[config.mk]
export PLATFORM = sky130hd
export DESIGN_NAME = pcs_top
export DESIGN_NICKNAME = d
export VERILOG_FILES = /design/src/pcs_pkg.sv /design/src/pcs_stack.sv /design/src/pcs_top.sv
export SDC_FILE = /design/constraint.sdc
export NUM_CORES = 1
export LEC_CHECK = 0
export ABC_AREA = 0
export BUFFER_PORTS_ARGS = -buffer_cell sky130_fd_sc_hd__buf_4
export CELL_PAD_IN_SITES_DETAIL_PLACEMENT = 1
export CELL_PAD_IN_SITES_GLOBAL_PLACEMENT = 1
export CORE_MARGIN = 1.5
export CORE_UTILIZATION = 41
export DETAILED_ROUTE_END_ITERATION = 10
export GPL_TIMING_DRIVEN = 0
export HOLD_SLACK_MARGIN = 0.02
export PLACE_DENSITY = 0.82
export SKIP_LAST_GASP = 1
export SLEW_MARGIN = 10
export SYNTH_ARGS = -nofsm -noshare
export SYNTH_HDL_FRONTEND = slang
export SYNTH_SLANG_ARGS = --single-unit
[constraint.sdc]
create_clock -name REF_CLK -period 2.6 [get_ports REF_CLK]
set_input_delay 0.13 -clock REF_CLK [delete_from_list [all_inputs] [get_ports REF_CLK]]
set_output_delay 0.13 -clock REF_CLK [all_outputs]
set_load 0.02 [all_outputs]
[src/pcs_pkg.sv]
// Package: register map, reset values and state types of the page context stack
package pcs_pkg;
    // ****************************************************************
    // Register map (byte addresses)
    // ****************************************************************
    localparam logic [3:0] PCS_OFF_ACTIVE = 4'h0;
    localparam logic [3:0] PCS_OFF_SECOND = 4'h4;
    localparam logic [3:0] PCS_OFF_THIRD  = 4'h8;
    localparam logic [3:0] PCS_OFF_CTRL   = 4'hC;
    localparam int         PCS_ADDR_W     = 4;
    localparam int         PCS_PAGE_W     = 8;
    localparam int         PCS_DEPTH      = 3;
    localparam int         PCS_CTRL_EN_BIT = 0;

    // ****************************************************************
    // Reset values and responses
    // ****************************************************************
    localparam logic [7:0]  PCS_PAGE_RST    = 8'h00;
    localparam logic        PCS_EN_RST      = 1'b1;
    localparam logic [1:0]  PCS_RESP_OKAY   = 2'h0;
    localparam logic [1:0]  PCS_RESP_SLVERR = 2'h2;
    localparam logic [31:0] PCS_ZERO32      = 32'h00000000;

    typedef logic [PCS_PAGE_W-1:0] pcs_page_t;

    // Slave channel states
    typedef enum logic [1:0] {
        PCS_IDLE = 2'b00,
        PCS_RESP = 2'b01
    } pcs_state_t;
endpackage : pcs_pkg

[src/pcs_stack.sv]
// Module: three-entry page stack storage with push, pop and direct writes
`timescale 1ns/100ps
module pcs_stack
    import pcs_pkg::*;
(
    input  wire logic       clk,
    input  wire logic       rst,
    input  wire logic       push,
    input  wire logic       pop,
    input  wire pcs_page_t  push_page,
    input  wire logic [PCS_DEPTH-1:0] wr_en,
    input  wire pcs_page_t  wr_data,
    output pcs_page_t       entry [PCS_DEPTH]
);
    // ****************************************************************
    // State
    // ****************************************************************
    typedef struct packed {
        pcs_page_t [PCS_DEPTH-1:0] ent;
    } pcs_stk_t;

    pcs_stk_t st_r;
    pcs_stk_t st_nxt;

    // Next entries: push and pop shift, direct writes overwrite one entry
    always_comb begin
        st_nxt = st_r;
        if (push) begin
            st_nxt.ent[2] = st_r.ent[1];
            st_nxt.ent[1] = st_r.ent[0];
            st_nxt.ent[0] = push_page;
        end else if (pop) begin
            st_nxt.ent[0] = st_r.ent[1];
            st_nxt.ent[1] = st_r.ent[2];
        end else begin
            for (int i = 0; i < PCS_DEPTH; i++) begin
                if (wr_en[i]) begin
                    st_nxt.ent[i] = wr_data;
                end
            end
        end
    end

    // Register the stack
    always_ff @(posedge clk) begin
        if (rst) begin
            st_r <= {PCS_DEPTH{PCS_PAGE_RST}};
        end else begin
            st_r <= st_nxt;
        end
    end

    // Expose entries
    genvar g;
    generate
        for (g = 0; g < PCS_DEPTH; g++) begin : g_out
            assign entry[g] = st_r.ent[g];
        end
    endgenerate
endmodule : pcs_stack

[src/pcs_top.sv]
// Module: page context stack with AXI4-Lite register access
//
// Notes on behaviour
// - Interrupt return loads the active page from the second entry.
// - All three entries are readable and writable by software.
// - Entries changed inside a handler decide the page restored on return.
// - Push only on interrupt entry, pop only on interrupt return.
// - Clearing the enable bit stops automatic switching, pushes and pops.
// - Software access to an entry never pushes or pops.
// - Second entry is eight bits wide and resets to zero.
`timescale 1ns/100ps
module pcs_top
    import pcs_pkg::*;
(
    input  wire logic                  REF_CLK,
    input  wire logic                  SYS_RST,
    input  wire logic                  INT_ENTRY,
    input  wire pcs_page_t             INT_PAGE,
    input  wire logic                  INT_RETURN,
    output pcs_page_t                  ACTIVE_PAGE,
    input  wire logic [PCS_ADDR_W-1:0] S_AXI_AWADDR,
    input  wire logic                  S_AXI_AWVALID,
    output logic                       S_AXI_AWREADY,
    input  wire logic [31:0]           S_AXI_WDATA,
    input  wire logic [3:0]            S_AXI_WSTRB,
    input  wire logic                  S_AXI_WVALID,
    output logic                       S_AXI_WREADY,
    output logic [1:0]                 S_AXI_BRESP,
    output logic                       S_AXI_BVALID,
    input  wire logic                  S_AXI_BREADY,
    input  wire logic [PCS_ADDR_W-1:0] S_AXI_ARADDR,
    input  wire logic                  S_AXI_ARVALID,
    output logic                       S_AXI_ARREADY,
    output logic [31:0]                S_AXI_RDATA,
    output logic [1:0]                 S_AXI_RRESP,
    output logic                       S_AXI_RVALID,
    input  wire logic                  S_AXI_RREADY
);
    // ****************************************************************
    // Decode helpers
    // ****************************************************************
    function automatic logic [PCS_DEPTH:0] pcs_dec(input logic [PCS_ADDR_W-1:0] a);
        pcs_dec = '0;
        case (a)
            PCS_OFF_ACTIVE: pcs_dec = 4'h1;
            PCS_OFF_SECOND: pcs_dec = 4'h2;
            PCS_OFF_THIRD:  pcs_dec = 4'h4;
            PCS_OFF_CTRL:   pcs_dec = 4'h8;
            default:        pcs_dec = 4'h0;
        endcase
    endfunction : pcs_dec

    // ****************************************************************
    // State
    // ****************************************************************
    typedef struct packed {
        pcs_state_t              wst;
        logic                    aw_got;
        logic                    w_got;
        logic [PCS_ADDR_W-1:0]   awaddr;
        logic [31:0]             wdata;
        logic                    wstrb0;
        logic                    awready;
        logic                    wready;
        logic                    bvalid;
        logic [1:0]              bresp;
        pcs_state_t              rst_s;
        logic                    arready;
        logic                    rvalid;
        logic [31:0]             rdata;
        logic [1:0]              rresp;
        logic                    auto_page_switch_enable;
        logic                    push;
        logic                    pop;
        pcs_page_t               push_page;
        logic [PCS_DEPTH-1:0]    wr_en;
        pcs_page_t               wr_data;
    } pcs_regs_t;

    pcs_regs_t s_r;
    pcs_regs_t s_nxt;
    pcs_page_t entry [PCS_DEPTH];
    logic [PCS_DEPTH:0] wsel;
    logic [PCS_DEPTH:0] rsel;

    assign wsel = pcs_dec(s_r.awaddr);
    assign rsel = pcs_dec(S_AXI_ARADDR);

    // ****************************************************************
    // Next state
    // ****************************************************************
    always_comb begin
        s_nxt = s_r;
        s_nxt.push = 1'b0;
        s_nxt.pop = 1'b0;
        s_nxt.wr_en = '0;
        s_nxt.push_page = INT_PAGE;
        // Core sequencing events, gated by the enable bit
        if (s_r.auto_page_switch_enable) begin
            s_nxt.push = INT_ENTRY;
            s_nxt.pop = INT_RETURN & ~INT_ENTRY;
        end
        // Write channel: take address and data in either order
        s_nxt.awready = 1'b0;
        s_nxt.wready = 1'b0;
        case (s_r.wst)
            PCS_IDLE: begin
                if (S_AXI_AWVALID && !s_r.aw_got && !s_r.awready) begin
                    s_nxt.awready = 1'b1;
                    s_nxt.aw_got = 1'b1;
                    s_nxt.awaddr = S_AXI_AWADDR;
                end
                if (S_AXI_WVALID && !s_r.w_got && !s_r.wready) begin
                    s_nxt.wready = 1'b1;
                    s_nxt.w_got = 1'b1;
                    s_nxt.wdata = S_AXI_WDATA;
                    s_nxt.wstrb0 = S_AXI_WSTRB[0];
                end
                if (s_r.aw_got && s_r.w_got) begin
                    s_nxt.aw_got = 1'b0;
                    s_nxt.w_got = 1'b0;
                    s_nxt.bvalid = 1'b1;
                    s_nxt.bresp = (wsel == '0) ? PCS_RESP_SLVERR : PCS_RESP_OKAY;
                    s_nxt.wst = PCS_RESP;
                    if (s_r.wstrb0) begin
                        // Plain stores, no stack movement
                        s_nxt.wr_en = wsel[PCS_DEPTH-1:0];
                        s_nxt.wr_data = s_r.wdata[PCS_PAGE_W-1:0];
                        if (wsel[PCS_DEPTH]) begin
                            s_nxt.auto_page_switch_enable = s_r.wdata[PCS_CTRL_EN_BIT];
                        end
                    end
                end
            end
            PCS_RESP: begin
                if (S_AXI_BREADY) begin
                    s_nxt.bvalid = 1'b0;
                    s_nxt.wst = PCS_IDLE;
                end
            end
            default: s_nxt.wst = PCS_IDLE;
        endcase
        // Read channel: read has no side effect on the stack
        s_nxt.arready = 1'b0;
        case (s_r.rst_s)
            PCS_IDLE: begin
                if (S_AXI_ARVALID && !s_r.arready) begin
                    s_nxt.arready = 1'b1;
                    s_nxt.rvalid = 1'b1;
                    s_nxt.rresp = (rsel == '0) ? PCS_RESP_SLVERR : PCS_RESP_OKAY;
                    s_nxt.rdata = PCS_ZERO32;
                    for (int i = 0; i < PCS_DEPTH; i++) begin
                        if (rsel[i]) begin
                            s_nxt.rdata[PCS_PAGE_W-1:0] = entry[i];
                        end
                    end
                    if (rsel[PCS_DEPTH]) begin
                        s_nxt.rdata[PCS_CTRL_EN_BIT] = s_r.auto_page_switch_enable;
                    end
                    s_nxt.rst_s = PCS_RESP;
                end
            end
            PCS_RESP: begin
                if (S_AXI_RREADY) begin
                    s_nxt.rvalid = 1'b0;
                    s_nxt.rst_s = PCS_IDLE;
                end
            end
            default: s_nxt.rst_s = PCS_IDLE;
        endcase
    end

    // Register all state
    always_ff @(posedge REF_CLK) begin
        if (SYS_RST) begin
            s_r <= '0;
            s_r.wst <= PCS_IDLE;
            s_r.rst_s <= PCS_IDLE;
            s_r.auto_page_switch_enable <= PCS_EN_RST;
            s_r.push_page <= PCS_PAGE_RST;
            s_r.wr_data <= PCS_PAGE_RST;
        end else begin
            s_r <= s_nxt;
        end
    end

    // ****************************************************************
    // Stack storage
    // ****************************************************************
    pcs_stack u_stack (
        .clk       (REF_CLK),
        .rst       (SYS_RST),
        .push      (s_r.push),
        .pop       (s_r.pop),
        .push_page (s_r.push_page),
        .wr_en     (s_r.wr_en),
        .wr_data   (s_r.wr_data),
        .entry     (entry)
    );

    // Outputs straight from flip-flops
    assign ACTIVE_PAGE   = entry[0];
    assign S_AXI_AWREADY = s_r.awready;
    assign S_AXI_WREADY  = s_r.wready;
    assign S_AXI_BVALID  = s_r.bvalid;
    assign S_AXI_BRESP   = s_r.bresp;
    assign S_AXI_ARREADY = s_r.arready;
    assign S_AXI_RVALID  = s_r.rvalid;
    assign S_AXI_RDATA   = s_r.rdata;
    assign S_AXI_RRESP   = s_r.rresp;
endmodule : pcs_top
==> run_results.csv <==
group,metric,value,unit
cts,path_clk_slew,0.09,ns
cts,post_cts_buffers,0,
worst_setup_path,cp-end-kind,"register",
routing,ant_nets,0,
global_routing,track_usage,21.23,%
power_and_ir_drop,swShare,26.90,%
yosys,ys_warn_count,0,
yosys,synth_area_leaders,"dfxtp_1 (42%), buf_4 (9.2%), a21oi_1 (6.2%)",
global_routing,grt_max_degree,15,
yosys,synth_top_cell_area_share,42.36,%
routing,wl_per_cell,15.62,µm
cts,clk_latency,0.35,ns
min_path,hold_depth,2,
placement,dpl_cell_area,4335,µm²
floorplan,io-pin-count,110,
yosys,synth_seq_area_share,42.36,%
timing,setup_tns,0,ns
cts,cts.sink_count,78,
yosys,synth_top_flop_cell,"dfxtp_1",
routing,drt-pass1-iter-count,5,
worst_setup_path,cp_num_cells,4,
placement,place_congestion,0.8420,
finish,fin_util,53.96,%
yosys,synthCells,412,
global_routing,grt_pass1_wl,16320,µm
finish,fin_nets,580,
finish,drive_gt1_share,27.10,%
finish,area_delta_synth_final,27.66,%
yosys,ys_types,40,
power_and_ir_drop,leakagePower,1.922,nW
finish,fin_cells,632,
cts,cts_tree,"yes",
run,maxCapViolCount,0,
cts,root_buffer,"clkbuf_8",
power_and_ir_drop,powerDensity,574.4,nW/µm²
worst_setup_path,slowest_stage,"dfxtp_1",
placement,dp_cells,601,
run_status,outcome,"finished clean",
timing,tightest_slew,0.6608,ns
worst_setup_path,crit_chain,"nand2b_1, clkbuf_1, nor3b_1, nor3_1",
timing,grt_setup_unrepaired,"false",
worst_setup_path,crit_buf_inv,1,
timing,skew,0.01554,ns
routing,initialDrtViolationCount,145,
worst_setup_path,critPathKind,"reg2reg",
cts,numCtsBuffers,9,
global_routing,antenna_found_initial,0,
worst_setup_path,cp.arrival,1.84,ns
cts,cts_buffer_depth,2,
routing,via_per_inst,5.090,
worst_setup_path,crit_required,2.81,ns
timing,period_share,62.63,%
yosys,syn_avg_cell_area,8.947,µm²
timing,min_period,1.628,ns
timing,slew_violations,0,
worst_setup_path,critical_path.top_delay_family,"simple AND/OR/NAND/NOR gates",
yosys,synth_edf_count,0,
floorplan,die-height,97.82,µm
power_and_ir_drop,p_int,1.976,mW
worst_setup_path,cp-start-kind,"register",
power_and_ir_drop,pwr-share-seq,47.7,%
power_and_ir_drop,ir_drop,266.2,µV
power_and_ir_drop,p_clk_share,37.8,%
worst_setup_path,reg2reg_depth,4,
routing,vias,3217,
power_and_ir_drop,switchingPower,0.7271,mW
floorplan,die-area,9568,µm²
timing,slew_headroom,55.94,%
placement,dp_hpwl,7250,µm
global_routing,grt_pass1_vias,3230,
timing,clock.fmax,614.1,MHz
worst_setup_path,crit_fanout,10,
yosys,yosysTopAreaCell,"dfxtp_1",
yosys,syn_area,3686,µm²
timing,setup_viol,0,
global_routing,overflow,0,
power_and_ir_drop,p_total,2.703,mW
finish,antenna_cells,0,
timing,hold_viol_final,0,
placement,port-buffer-count,56,
floorplan,start_util,42.27,%
yosys,synthTopCellsByCount,"dfxtp_1 (78), nand2_1 (52), a21oi_1 (46)",
min_path,min_path_type,"in2reg",
floorplan,die_x,97.82,µm
finish,design_area,4706,µm²
cts,cts.htree.levels,3,
yosys,synth_most_common_cell,"dfxtp_1",
finish,n_fill_cell,1056,
yosys,ys_ff_latch,78,
routing,drc,0,
floorplan,coreArea,8721,µm²
power_and_ir_drop,pwr-share-comb,14.5,%
floorplan,num_rows,34,
yosys,synthArstFlopShare,0,%
routing,drt_wl_total,9869,µm
worst_setup_path,cpPeakStageDelay,0.48,ns
sequential cells by signal (all words and copies together) (netlist names):
name           cells
s_r               39
u_stack.entry     24
S_AXI_RDATA        8
S_AXI_ARREADY      1
S_AXI_AWREADY      1
S_AXI_BRESP        1
S_AXI_BVALID       1
S_AXI_RRESP        1
S_AXI_RVALID       1
S_AXI_WREADY       1
placed cells by master (no fill, tap or decap), drive strengths merged, types with 4 or more instances in the layout:
cell / n
nor2b: 10
nor3: 10
clkbuf: 22
dfxtp: 78
buf: 114
o2bb2ai: 7
a21o: 16
dlygate4sd3: 15
conb: 26
mux2i: 6
mux2: 9
nand2b: 6
or2b: 4
nor4b: 5
nand3b: 17
a21oi: 46
nand2: 52
nor2: 25
nor3b: 9
a32o: 7
a22oi: 16
worst paths after layout:
path,start,end,slack [ns]
worst max register to register,s_r[19]$_SDFF_PP0_,u_stack.entry[7]$_SDFFE_PP0P_,0.97
worst max-delay path,s_r[19]$_SDFF_PP0_,u_stack.entry[7]$_SDFFE_PP0P_,0.97
worst min register to register,s_r[68]$_SDFFE_PP0P_,s_r[2]$_SDFFE_PP0P_,0.46
worst min-delay path,INT_PAGE[6],s_r[17]$_SDFF_PP0_,0.02
what timing repair did:
item                                   CTS  global route
hold buffers                            15             0
gates resized for setup                  0             0
endpoints found under the hold margin   16             0
final cells by class:
type / count / area (µm²) / share of cell area, %
buffer: 71 / 445.4 / 9.466
clock buffer: 9 / 123.9 / 2.632
clock inverter: 7 / 96.34 / 2.047
inverter: 1 / 3.754 / 0.07977
multi-input combinational: 287 / 1769 / 37.60
sequential: 78 / 1562 / 33.18
tap: 108 / 135.1 / 2.872
timing repair buffer: 71 / 570.5 / 12.12
layer usage:
layer	GRT usage [%]	share of wire [%]	routed length (µm)
met5	0	0	0
met4	7.033	1.3	129
met3	3.078	3.7	369
met2	37.87	50	4937
met1	26.26	45	4433
per-stage QoR:
stage	hold WS (ns)	setup WS, ns
6_report	0.01985	0.9717
5_1_grt	0.02217	0.8461
4_1_cts	0.02284	0.9761
3_5_place_dp	0.3093	1.015
3_3_place_gp	0.3017	1.110
2_1_floorplan	0.2075	1.263
power by group through the flow:
stage	logic, mW	clock network, mW	registers, mW
floorplan	0.253	0	1.31
global placement	0.362	0	1.31
detailed placement	0.373	0	1.32
CTS	0.392	1.04	1.29
global route	0.426	1.11	1.30
finish	0.393	1.02	1.29
cell families after synthesis:
group | Yosys count | share of synthesized area (%)
AO/OA/AOI/OAI | 96 | 17.35
multiplexers | 15 | 4.379
flip-flops | 78 | 42.36
buffers and inverters | 72 | 12.19
other | 1 | 0.1017
AND/OR/NAND/NOR | 150 | 23.63
(Power assumes the default switching activity.)
